[config.mk]
export PLATFORM = sky130hd
export DESIGN_NAME = trip_unit_panel_sequencer
export DESIGN_NICKNAME = d
export VERILOG_FILES = /design/src/design/trip_pkg.sv /design/src/design/trip_unit_panel_sequencer.sv
export VERILOG_INCLUDE_DIRS = /design/src /design/src/design
export SDC_FILE = /design/constraint.sdc
export NUM_CORES = 2
export LEC_CHECK = 0
export BUFFER_PORTS_ARGS = -buffer_cell sky130_fd_sc_hd__buf_4
export CAP_MARGIN = 20
export CORE_MARGIN = 2
export CORE_UTILIZATION = 47
export DETAILED_ROUTE_END_ITERATION = 10
export SYNTH_ARGS = -nofsm -noshare
export SYNTH_HDL_FRONTEND = slang
export SYNTH_SLANG_ARGS = --single-unit
[constraint.sdc]
create_clock -name clk_sys -period 34.7 [get_ports clk_sys]
set_clock_uncertainty 0.1 [all_clocks]
set_input_delay 1.735 -clock clk_sys [delete_from_list [all_inputs] [get_ports clk_sys]]
set_output_delay 1.735 -clock clk_sys [all_outputs]
set_load 0.02 [all_outputs]
[src/design/trip_params.svh]
`ifndef TRIP_PARAMS_SVH
`define TRIP_PARAMS_SVH

// Protection indexes
`define NPROT 4
`define P_L 0
`define P_S 1
`define P_I 2
`define P_G 3

// Clock and times in milliseconds
`define CLK_KHZ 250000
`define HOLD_MS 1000
`define RECALL_MS 4000
`define DEB_MS 10
`define BLINK_MS 500

// Register map, byte addresses
`define AW 8
`define OFS_CTRL 8'h00
`define OFS_STATUS 8'h04
`define OFS_IRQ_STAT 8'h08
`define OFS_IRQ_MASK 8'h0C
`define OFS_SET 8'h10
`define RESP_OK 2'h0
`define RESP_ERR 2'h2

// Interrupt events: trips in low bits, then these
`define EV_W 6
`define EV_PRE 4
`define EV_SET 5

// Threshold steps in sixteenths of rated current
`define FRAC_SH 4
`define STEP_L 8'h02
`define STEP_S 8'h10
`define STEP_I 8'h20
`define STEP_G 8'h01
`define PRE_SH 3

// Delay step per switch code, milliseconds
`define DUNIT_L 16'h0BB8
`define DUNIT_S 16'h0032
`define DUNIT_I 16'h0000
`define DUNIT_G 16'h0064

// Delay accumulator
`define ACC_W 24
`define INC_BASE 8'h10
`define INC_X2 8'h20
`define INC_X4 8'h40
`define INC_X8 8'h80
`endif

[src/design/trip_pkg.sv]
package trip_pkg;
`include "trip_params.svh"

  // Per-protection sequence
  typedef enum logic [3:0] {
    P_IDLE = 4'h1,
    P_PRE = 4'h2,
    P_TIME = 4'h4,
    P_TRIP = 4'h8
  } prot_state_t;

  // Switch settings as one word
  typedef struct packed {
    logic [3:0] thr_l;
    logic [3:0] thr_s;
    logic [3:0] thr_i;
    logic [3:0] thr_g;
    logic [2:0] dly_l;
    logic [2:0] dly_s;
    logic [2:0] dly_g;
    logic curve_s;
    logic curve_g;
    logic [1:0] neutral;
    logic freq_60;
  } set_t;

  // Whole state of the sequencer
  typedef struct packed {
    set_t sw_s1;
    set_t sw_s2;
    set_t sw_stable;
    set_t applied;
    logic [31:0] sw_cnt;
    logic btn_s1;
    logic btn_s2;
    logic btn_db;
    logic [31:0] btn_cnt;
    prot_state_t [`NPROT-1:0] pst;
    logic [`NPROT-1:0][`ACC_W-1:0] acc;
    logic [31:0] ms_cnt;
    logic [`NPROT-1:0] trip_ind;
    logic [31:0] hold_cnt;
    logic hold_done;
    logic [31:0] recall_cnt;
    logic recall_on;
    logic [31:0] blink_cnt;
    logic blink;
    logic cfg_blink;
    logic [`EV_W-1:0] irq_stat;
    logic [`EV_W-1:0] irq_mask;
    logic test_trip;
    logic led_ovl;
    logic led_pre;
    logic led_sel;
    logic led_ins;
    logic led_gnd;
    logic led_pwr;
    logic trip_coil;
    logic irq;
    logic aw_have;
    logic [`AW-1:0] aw_addr;
    logic w_have;
    logic [31:0] w_data;
    logic [3:0] w_strb;
    logic awready;
    logic wready;
    logic bvalid;
    logic [1:0] bresp;
    logic arready;
    logic rvalid;
    logic [31:0] rdata;
    logic [1:0] rresp;
  } state_t;

endpackage : trip_pkg

[src/design/trip_unit_panel_sequencer.sv]
`timescale 1ns/100ps
`include "trip_params.svh"
module trip_unit_panel_sequencer
  import trip_pkg::*;
#(
  parameter int HAS_S = 1, // Selective protection fitted
  parameter int HAS_G = 1, // Ground-fault protection fitted
  parameter int MS_CYC = `CLK_KHZ, // Cycles per millisecond
  parameter int HOLD_CYC = `HOLD_MS * `CLK_KHZ, // Reset hold time
  parameter int RECALL_CYC = `RECALL_MS * `CLK_KHZ, // Recall lamp time
  parameter int DEB_CYC = `DEB_MS * `CLK_KHZ, // Debounce time
  parameter int BLINK_CYC = `BLINK_MS * `CLK_KHZ // Half blink period
) (
  input wire logic clk_sys, // System clock
  input wire logic rst_n, // Async reset, low active
  input wire logic ce, // Clock enable, freezes state
  input wire logic pwr_ok, // Sensor or auxiliary supply good
  input wire logic test_module_present, // Front module powers unit
  input wire logic test_trip_req, // Trip test from front module
  input wire logic front_pushbutton, // Pressed is high
  input wire logic [3:0] overload_threshold, // Switch code, 0 off
  input wire logic [3:0] selective_short_threshold, // Switch code
  input wire logic [3:0] instantaneous_threshold, // Switch code
  input wire logic [3:0] ground_fault_threshold, // Switch code
  input wire logic [2:0] overload_delay, // Delay code
  input wire logic [2:0] selective_short_delay, // Delay code
  input wire logic [2:0] ground_fault_delay, // Delay code
  input wire logic curve_sel_short, // Inverse curve, selective
  input wire logic curve_sel_ground, // Inverse curve, ground
  input wire logic [1:0] neutral_sel, // Neutral off/50/100/200
  input wire logic freq_sel_60, // Installation at 60 Hz
  input wire logic [15:0] rating_amps, // Rated current of module
  input wire logic [15:0] meas_phase, // Highest phase current
  input wire logic [15:0] meas_neutral, // Neutral current
  input wire logic [15:0] meas_ground, // Ground current
  input wire logic s_axi_awvalid, // Write address valid
  output logic s_axi_awready, // Write address ready
  input wire logic [`AW-1:0] s_axi_awaddr, // Write address
  input wire logic s_axi_wvalid, // Write data valid
  output logic s_axi_wready, // Write data ready
  input wire logic [31:0] s_axi_wdata, // Write data
  input wire logic [3:0] s_axi_wstrb, // Write strobes
  output logic s_axi_bvalid, // Write response valid
  input wire logic s_axi_bready, // Write response ready
  output logic [1:0] s_axi_bresp, // Write response
  input wire logic s_axi_arvalid, // Read address valid
  output logic s_axi_arready, // Read address ready
  input wire logic [`AW-1:0] s_axi_araddr, // Read address
  output logic s_axi_rvalid, // Read data valid
  input wire logic s_axi_rready, // Read data ready
  output logic [31:0] s_axi_rdata, // Read data
  output logic [1:0] s_axi_rresp, // Read response
  output logic led_overload, // Overload alarm and trip lamp
  output logic led_overload_pre, // Overload pre-alarm lamp
  output logic led_selective, // Selective short lamp
  output logic led_instant, // Instantaneous trip lamp
  output logic led_ground, // Ground-fault lamp
  output logic led_power, // Power-on lamp
  output logic trip_coil, // Trip coil command
  output logic freq_60hz, // Frequency to measurement side
  output logic irq // Level interrupt
);

  state_t q; // Current state
  state_t n; // Next state
  logic rst_s1; // Reset synchroniser, first stage
  logic rst_sync_n; // Released reset copy
  logic energized; // Unit has power from any source
  set_t sw_raw; // Switch bank as sampled
  set_t a; // Applied settings
  logic [16:0] meas_nscaled; // Neutral scaled to phase terms
  logic [16:0] meas_l; // Current seen by overload
  logic [`NPROT-1:0][16:0] meas_a; // Current per protection
  logic [`NPROT-1:0][3:0] code_a; // Threshold code per protection
  logic [`NPROT-1:0][7:0] step_a; // Threshold step per protection
  logic [`NPROT-1:0][2:0] dcode_a; // Delay code per protection
  logic [`NPROT-1:0][15:0] dunit_a; // Delay step per protection
  logic [`NPROT-1:0] inv_a; // Inverse curve selected
  logic [`NPROT-1:0] fit_a; // Protection fitted
  logic [`NPROT-1:0] en; // Protection enabled
  logic [`NPROT-1:0] over; // Above threshold
  logic [`NPROT-1:0] pre; // Above pre-alarm level
  logic [`NPROT-1:0][`ACC_W-1:0] target; // Delay in acc units
  logic [`NPROT-1:0][7:0] inc; // Acc step per millisecond

  // Reset released through two flops
  always_ff @(posedge clk_sys or negedge rst_n) begin
    if (!rst_n) begin
      rst_s1 <= 1'b0;
      rst_sync_n <= 1'b0;
    end else begin
      rst_s1 <= 1'b1;
      rst_sync_n <= rst_s1;
    end
  end

  // Test module powers the unit as well as its own supply
  assign energized = pwr_ok | test_module_present;
  assign sw_raw = '{thr_l: overload_threshold,
                    thr_s: selective_short_threshold,
                    thr_i: instantaneous_threshold,
                    thr_g: ground_fault_threshold,
                    dly_l: overload_delay,
                    dly_s: selective_short_delay,
                    dly_g: ground_fault_delay,
                    curve_s: curve_sel_short,
                    curve_g: curve_sel_ground,
                    neutral: neutral_sel,
                    freq_60: freq_sel_60};
  assign a = q.applied;

  // Neutral scaled so that one threshold serves both
  always_comb begin
    unique case (a.neutral)
      2'h1: meas_nscaled = {meas_neutral, 1'b0};
      2'h2: meas_nscaled = {1'b0, meas_neutral};
      2'h3: meas_nscaled = {2'h0, meas_neutral[15:1]};
      default: meas_nscaled = 17'h00000;
    endcase
    meas_l = {1'b0, meas_phase};
    if (meas_nscaled > meas_l) begin
      meas_l = meas_nscaled;
    end
  end

  // Per-protection settings gathered by index
  assign meas_a = {{1'b0, meas_ground}, {1'b0, meas_phase},
                   {1'b0, meas_phase}, meas_l};
  assign code_a = {a.thr_g, a.thr_i, a.thr_s, a.thr_l};
  assign step_a = {`STEP_G, `STEP_I, `STEP_S, `STEP_L};
  assign dcode_a = {a.dly_g, 3'h0, a.dly_s, a.dly_l};
  assign dunit_a = {`DUNIT_G, `DUNIT_I, `DUNIT_S, `DUNIT_L};
  assign inv_a = {a.curve_g, 1'b0, a.curve_s, 1'b1};
  assign fit_a = {HAS_G != 0, 1'b1, HAS_S != 0, 1'b1};

  // Threshold, pre-alarm and delay per protection
  for (genvar gi = 0; gi < `NPROT; gi++) begin : g_prot
    logic [11:0] mult; // Threshold in sixteenths of rating
    logic [27:0] thr_full; // Rating times multiple
    logic [27:0] thr; // Threshold in amps
    logic [27:0] m28; // Current widened
    logic [23:0] dms; // Delay in milliseconds
    assign mult = 12'(code_a[gi]) * 12'(step_a[gi]);
    assign thr_full = 28'(rating_amps) * 28'(mult);
    assign thr = thr_full >> `FRAC_SH;
    assign m28 = 28'(meas_a[gi]);
    assign en[gi] = fit_a[gi] && (code_a[gi] != 4'h0);
    assign over[gi] = en[gi] && (m28 > thr);
    assign pre[gi] = en[gi] && (m28 > (thr - (thr >> `PRE_SH)));
    assign dms = (24'(dcode_a[gi]) + 24'h000001) * 24'(dunit_a[gi]);
    assign target[gi] = dms << `FRAC_SH;
    // Stepwise inverse time, cheaper than a divider
    always_comb begin
      if (!inv_a[gi]) begin
        inc[gi] = `INC_BASE;
      end else if (m28 >= (thr << 3)) begin
        inc[gi] = `INC_X8;
      end else if (m28 >= (thr << 2)) begin
        inc[gi] = `INC_X4;
      end else if (m28 >= (thr << 1)) begin
        inc[gi] = `INC_X2;
      end else begin
        inc[gi] = `INC_BASE;
      end
    end
  end

  // All next-state logic
  always_comb begin
    logic tick; // Millisecond strobe
    logic any_alarm; // Any protection timing or tripped
    logic btn_rise; // Debounced press edge
    logic clr_ind; // Clear trip indication
    logic [`NPROT-1:0] trip_ev; // Trips this cycle
    logic pre_ev; // Pre-alarm entry this cycle
    logic set_ev; // Settings applied this cycle
    logic [`ACC_W:0] sum; // Accumulator plus step
    logic do_wr; // Register write this cycle
    logic [`EV_W-1:0] w1c; // Bits software clears
    logic [`EV_W-1:0] ev; // Interrupt events
    tick = 1'b0;
    any_alarm = 1'b0;
    btn_rise = 1'b0;
    clr_ind = 1'b0;
    trip_ev = '0;
    pre_ev = 1'b0;
    set_ev = 1'b0;
    sum = '0;
    do_wr = 1'b0;
    w1c = '0;
    ev = '0;
    n = q;

    // Two-flop sync then stable-count debounce
    n.sw_s1 = sw_raw;
    n.sw_s2 = q.sw_s1;
    n.btn_s1 = front_pushbutton;
    n.btn_s2 = q.btn_s1;
    if (q.sw_s2 != q.sw_stable) begin
      n.sw_cnt = q.sw_cnt + 32'h1;
      if (q.sw_cnt >= 32'(DEB_CYC - 1)) begin
        n.sw_stable = q.sw_s2;
        n.sw_cnt = 32'h0;
      end
    end else begin
      n.sw_cnt = 32'h0;
    end
    if (q.btn_s2 != q.btn_db) begin
      n.btn_cnt = q.btn_cnt + 32'h1;
      if (q.btn_cnt >= 32'(DEB_CYC - 1)) begin
        n.btn_db = q.btn_s2;
        n.btn_cnt = 32'h0;
        btn_rise = q.btn_s2;
      end
    end else begin
      n.btn_cnt = 32'h0;
    end

    // Millisecond timebase for delays
    if (q.ms_cnt >= 32'(MS_CYC - 1)) begin
      n.ms_cnt = 32'h0;
      tick = 1'b1;
    end else begin
      n.ms_cnt = q.ms_cnt + 32'h1;
    end

    // Protection sequences
    for (int i = 0; i < `NPROT; i++) begin
      sum = (`ACC_W+1)'(q.acc[i]) + (`ACC_W+1)'(inc[i]);
      unique case (q.pst[i])
        P_IDLE: begin
          if (over[i]) begin
            n.pst[i] = P_TIME;
            n.acc[i] = '0;
          end else if (i == `P_L && pre[i]) begin
            n.pst[i] = P_PRE;
            pre_ev = 1'b1;
          end
        end
        P_PRE: begin
          if (over[i]) begin
            n.pst[i] = P_TIME;
            n.acc[i] = '0;
          end else if (!pre[i]) begin
            n.pst[i] = P_IDLE;
          end
        end
        P_TIME: begin
          if (!over[i]) begin
            n.pst[i] = P_IDLE;
          end else if (target[i] == '0 ||
                       (tick && sum >= (`ACC_W+1)'(target[i]))) begin
            n.pst[i] = P_TRIP;
            trip_ev[i] = 1'b1;
          end else if (tick) begin
            n.acc[i] = sum[`ACC_W-1:0];
          end
        end
        P_TRIP: begin
          if (!over[i]) begin
            n.pst[i] = P_IDLE;
          end
        end
      endcase
      // Disabled or unpowered protection falls back
      if (!en[i] || !energized) begin
        n.pst[i] = P_IDLE;
        trip_ev[i] = 1'b0;
      end
      if (q.pst[i] == P_TIME || q.pst[i] == P_TRIP) begin
        any_alarm = 1'b1;
      end
    end

    // New switch values wait for resting condition
    if (!any_alarm && q.applied != q.sw_stable) begin
      n.applied = q.sw_stable;
      set_ev = 1'b1;
    end

    // Long press, cleared when the button comes up
    if (q.btn_db && energized) begin
      if (q.hold_cnt >= 32'(HOLD_CYC - 1)) begin
        n.hold_done = 1'b1;
      end else begin
        n.hold_cnt = q.hold_cnt + 32'h1;
      end
    end else begin
      clr_ind = q.hold_done && !q.btn_db;
      n.hold_done = 1'b0;
      n.hold_cnt = 32'h0;
    end
    // A trip in the clearing cycle still lands
    n.trip_ind = (clr_ind ? '0 : q.trip_ind) | trip_ev;

    // Recall of the last event while unpowered
    if (energized) begin
      n.recall_on = 1'b0;
      n.recall_cnt = 32'h0;
    end else if (btn_rise) begin
      n.recall_on = 1'b1;
      n.recall_cnt = 32'h0;
    end else if (q.recall_on) begin
      if (q.recall_cnt >= 32'(RECALL_CYC - 1)) begin
        n.recall_on = 1'b0;
      end else begin
        n.recall_cnt = q.recall_cnt + 32'h1;
      end
    end

    // Blink source for the power lamp
    if (q.blink_cnt >= 32'(BLINK_CYC - 1)) begin
      n.blink_cnt = 32'h0;
      n.blink = !q.blink;
    end else begin
      n.blink_cnt = q.blink_cnt + 32'h1;
    end

    // Trip test only while the front module supplies power
    n.test_trip = test_trip_req && test_module_present;
    n.trip_coil = q.test_trip;
    for (int i = 0; i < `NPROT; i++) begin
      if (q.pst[i] == P_TRIP) begin
        n.trip_coil = 1'b1;
      end
    end

    // Lamps
    if (energized) begin
      n.led_ovl = q.pst[`P_L] inside {P_TIME, P_TRIP} ||
                  q.trip_ind[`P_L];
      n.led_pre = q.pst[`P_L] == P_PRE;
      n.led_sel = q.pst[`P_S] inside {P_TIME, P_TRIP} ||
                  q.trip_ind[`P_S];
      n.led_ins = q.trip_ind[`P_I];
      n.led_gnd = q.pst[`P_G] inside {P_TIME, P_TRIP} ||
                  q.trip_ind[`P_G];
      n.led_pwr = q.cfg_blink ? q.blink : 1'b1;
    end else begin
      // Battery mode: last event only, on request
      n.led_ovl = q.recall_on && q.trip_ind[`P_L];
      n.led_pre = 1'b0;
      n.led_sel = q.recall_on && q.trip_ind[`P_S];
      n.led_ins = q.recall_on && q.trip_ind[`P_I];
      n.led_gnd = q.recall_on && q.trip_ind[`P_G];
      n.led_pwr = q.recall_on && (q.trip_ind == '0);
    end
    // Absent protections have no lamp
    n.led_sel = n.led_sel && fit_a[`P_S];
    n.led_gnd = n.led_gnd && fit_a[`P_G];

    // Bus write channels, taken in either order
    if (s_axi_awvalid && q.awready) begin
      n.aw_have = 1'b1;
      n.aw_addr = s_axi_awaddr;
    end
    if (s_axi_wvalid && q.wready) begin
      n.w_have = 1'b1;
      n.w_data = s_axi_wdata;
      n.w_strb = s_axi_wstrb;
    end
    if (q.bvalid && s_axi_bready) begin
      n.bvalid = 1'b0;
    end
    if (q.aw_have && q.w_have && !q.bvalid) begin
      do_wr = q.w_strb[0];
      n.aw_have = 1'b0;
      n.w_have = 1'b0;
      n.bvalid = 1'b1;
      n.bresp = `RESP_OK;
      unique case (q.aw_addr)
        `OFS_CTRL: begin
          if (do_wr) begin
            n.cfg_blink = q.w_data[0];
          end
        end
        `OFS_IRQ_STAT: begin
          if (do_wr) begin
            w1c = q.w_data[`EV_W-1:0];
          end
        end
        `OFS_IRQ_MASK: begin
          if (do_wr) begin
            n.irq_mask = q.w_data[`EV_W-1:0];
          end
        end
        `OFS_STATUS, `OFS_SET: ;
        default: n.bresp = `RESP_ERR;
      endcase
    end
    n.awready = !n.aw_have && !n.bvalid;
    n.wready = !n.w_have && !n.bvalid;

    // Bus read channel
    if (q.rvalid && s_axi_rready) begin
      n.rvalid = 1'b0;
    end
    if (s_axi_arvalid && q.arready) begin
      n.rvalid = 1'b1;
      n.rresp = `RESP_OK;
      unique case (s_axi_araddr)
        `OFS_CTRL: n.rdata = 32'(q.cfg_blink);
        `OFS_STATUS: n.rdata = 32'({q.trip_coil, any_alarm,
                                    q.sw_stable != q.applied,
                                    energized, q.trip_ind, q.pst});
        `OFS_IRQ_STAT: n.rdata = 32'(q.irq_stat);
        `OFS_IRQ_MASK: n.rdata = 32'(q.irq_mask);
        `OFS_SET: n.rdata = 32'(q.applied);
        default: begin
          n.rdata = 32'h0;
          n.rresp = `RESP_ERR;
        end
      endcase
    end
    n.arready = !n.rvalid;

    // Sticky events, a new event beats the clear
    ev = {set_ev, pre_ev, trip_ev};
    n.irq_stat = (q.irq_stat & ~w1c) | ev;
    n.irq = |(q.irq_stat & q.irq_mask);

    // Clock enable low holds everything
    if (!ce) begin
      n = q;
    end
  end

  // State register
  always_ff @(posedge clk_sys or negedge rst_sync_n) begin
    if (!rst_sync_n) begin
      q <= '0;
      for (int i = 0; i < `NPROT; i++) begin
        q.pst[i] <= P_IDLE;
      end
    end else begin
      q <= n;
    end
  end

  // Outputs straight from flops
  assign s_axi_awready = q.awready;
  assign s_axi_wready = q.wready;
  assign s_axi_bvalid = q.bvalid;
  assign s_axi_bresp = q.bresp;
  assign s_axi_arready = q.arready;
  assign s_axi_rvalid = q.rvalid;
  assign s_axi_rdata = q.rdata;
  assign s_axi_rresp = q.rresp;
  assign led_overload = q.led_ovl;
  assign led_overload_pre = q.led_pre;
  assign led_selective = q.led_sel;
  assign led_instant = q.led_ins;
  assign led_ground = q.led_gnd;
  assign led_power = q.led_pwr;
  assign trip_coil = q.trip_coil;
  assign freq_60hz = q.applied.freq_60;
  assign irq = q.irq;

endmodule : trip_unit_panel_sequencer

==> flow_summary.yaml <==
clock_tree:
  path_clk_slew_ns: 0.06
  cts-resized-gates: 0
  post_cts_buffers: 0
  cts_tree: "done"
  cts-root-buf: "clkbuf_16"
  clock_latency_ns: 0.61
  hold_buffers: 0
  clock_path_buffers: 3
  cts.sinks: 473
  ctsHtreeMaxLevel: 2
  cts_buffers: 52
sta:
  rsz0062_at_grt: "no"
  max_freq_mhz: 94.4
  max-slew-margin-rel_pct: 25.5
  timing.final.crit_share_pct: 30.5
  finalSetupTns_ns: 0
  setup_viol: 0
  drv_slew: 0
  hold_viol_final: 0
  layout_setup_ws_ns: 24.11
  tightest_slew_ns: 1.11
  min_period_ns: 10.59
worst_setup_path:
  crit_path_end_kind: "flip-flop"
  r2r_end: "q[341]"
  crit_path_start_kind: "input pin"
  cpMostUsedCell: "a21oi_1"
  r2r_setup_slack_ns: 24.68
  required_ns: 35.07
  reg2reg_depth: 41
  crit_slowest_cell: "and4_1"
  worstPathMaxFanout: 30
  arrival_ns: 10.96
  r2r-start: "a[28]"
  path_class: "in -> reg"
  max_stage_delay_ns: 0.87
detailed_routing:
  drtIter0Drc: 2086
  first_pass_iters: 5
  drcViolationCount: 0
  wl_per_cell_um: 18.0
  vias_per_cell: 5.64
  vias: 31300
  drt-total-wl_um: 99700
  final_antenna_net_count: 0
synthesis:
  syn_inst: 4359
  ys_ff_latch: 473
  yosysUniqueCellTypes: 101
  syn_area_sq_um: 39100
  yosysSeqAreaShare_pct: 30.3
  async_reset_ff_share_pct: 100
  syn_avg_cell_area_sq_um: 8.97
  synth_edf_count: 0
  yosys-top-cells-area: "dfrtp_1 (30%), ha_1 (13%), fa_1 (6.2%)"
  yosysWarningCount: 0
  synth_top_area_share_pct: 30.0
  ys.flop_type: "dfrtp_1"
  synth_top_area_cell: "dfrtp_1"
floorplan:
  rows: 105
  die_h_um: 292
  start_util_pct: 47.5
  die_w_um: 292
  core_sq_um: 82200
  die_area_sq_um: 85500
  num_io_pins: 208
global_routing:
  grt_pass1_wl_um: 163000
  grt_pass1_vias: 30200
  track_usage_pct: 23.3
  grt_antenna_before_repair: 2
  grt_overflow: 0
  grt_max_degree: 80
pwr:
  power_leakage_nw: 20.5
  ir_worst_vdd_mv: 0.0376
  power_density_nw_per_um2: 32.4
place:
  portBuffers: 174
  pre_cts_ws_ns: 23.57
  gp_congestion: 0.894
  hpwl_um: 75300
layout:
  fin_nets: 5133
  drive_above_1_share_pct: 11.9
  areaGrowthSynthToFinish_pct: 10.5
hold_path:
  min_from: "rst_s1"
  hold_path_class: "reg -> reg"
  min_path_cells: 0
  holdPathEnd: "rst_sync_n"
outcome:
  outcome: "finished, final reports clean"
flow_run:
  maxCapViolCount: 0
[cells in the mapped netlist, drive strengths merged (121+ instances only)]
cell and number:
a21oi 202, dfrtp 469, nand2 512, xnor2 131, clkbuf 134, mux2 158, nand3 127, o21ai 271
nor2 273, ha 416, inv 286, fa 121
[metal layers]
layer  GRT usage [%]  routed length, um
met1            33.9              48700
met2            37.1              44500
met3            2.96               4580
met4            4.94               1950
met5               0                 13
[critical path, delay by kind of cell]
family / cells / cell delay, ns
adder cells (fa/ha/maj): 6 / 2.36
AO/OA/AOI/OAI: 17 / 3.90
AND/OR/NAND/NOR: 10 / 2.08
XOR/XNOR: 2 / 0.58
buffers and inverters: 2 / 0.27
[worst max path at each step]
| stage | start | cells past startpoint | slack [ns] | to |
|---|---|---|---|---|
| final | rating_amps[4] | 37 | 24.11 | q[277] |
| after global routing | rating_amps[4] | 37 | 23.23 | q[277] |
| after CTS | rating_amps[4] | 37 | 24.18 | q[277] |
| after detailed placement | rating_amps[1] | 43 | 23.57 | q[341] |
| after global placement | rating_amps[1] | 43 | 23.59 | q[341] |
| after floorplan | rst_sync_n | 0 | 20.45 | a[10] |
[report_power, final]
part	switching (mW)	total (mW)	leakage, nW	internal [mW]
registers	0.0330	0.618	6.32	0.585
clock network	0.240	0.624	0.944	0.385
logic	0.0875	0.157	13.3	0.0698
[state kept, by name, indices dropped and copies added, names as in the netlist]
name              count
a                    29
freq_60hz             1
irq                   1
led_ground            1
led_instant           1
led_overload          1
led_overload_pre      1
led_power             1
led_selective         1
q                   396
rst_s1                1
rst_sync_n            1
s_axi_arready         1
s_axi_awready         1
s_axi_bresp           1
s_axi_bvalid          1
s_axi_rdata          30
s_axi_rresp           1
s_axi_rvalid          1
s_axi_wready          1
trip_coil             1
[through the flow]
step / area (sq um) / instances / util (%) / power (mW) / hold WS [ns]
floorplan: 39100 / 4362 / - / 0.725 / 0.231
global placement: 41200 / 5449 / 50.1 / 0.782 / 0.236
detailed placement: 41200 / 5450 / 50.1 / 0.786 / 0.240
CTS: 43200 / 5546 / 52.5 / 1.42 / 0.254
global route: 43200 / 5550 / 52.5 / 1.46 / 0.267
finish: 43200 / 5552 / 52.5 / 1.40 / 0.251
[final cells by class]
type	instances	area, sq um
clock inverters	26	459
repair buffers	222	1690
clock buffers	70	1490
multi-input cells	3403	25300
fillers	7723	39000
inverters	286	1070
diodes	2	5.00
flip-flops and latches	473	11800
well taps	1070	1340
[layout by cell type, fill, tap and decap left out, types with 16 or more instances in the layout]
master,n
and2_1,119
a22oi_1,23
mux2_2,155
dfrtp_1,468
nor4_1,42
or3_1,16
clkbuf_16,53
o31ai_1,27
a21oi_1,202
a211oi_1,29
nand2_1,512
o2bb2ai_1,21
a31oi_1,32
or2_2,18
o21ai_0,264
fa_1,121
nand2b_1,41
and4_1,20
mux2i_1,26
a21o_1,96
buf_4,216
nor2b_1,80
nor3_1,62
o211ai_1,20
xnor2_1,131
nand4_1,76
and3_1,64
ha_1,416
xor2_1,109
nor2_1,271
inv_1,285
o21a_1,41
nand3_1,124
[cell families after synthesis]
kind of cell             share of synthesized area (%)
buffers and inverters                             5.07
AND/OR/NAND/NOR                                   19.1
XOR/XNOR                                          5.38
flip-flops                                        30.3
other                                           0.0192
multiplexers                                      5.22
AO/OA/AOI/OAI                                     15.5
adder cells (fa/ha/maj)                           19.5
(Power assumes the default switching activity.)
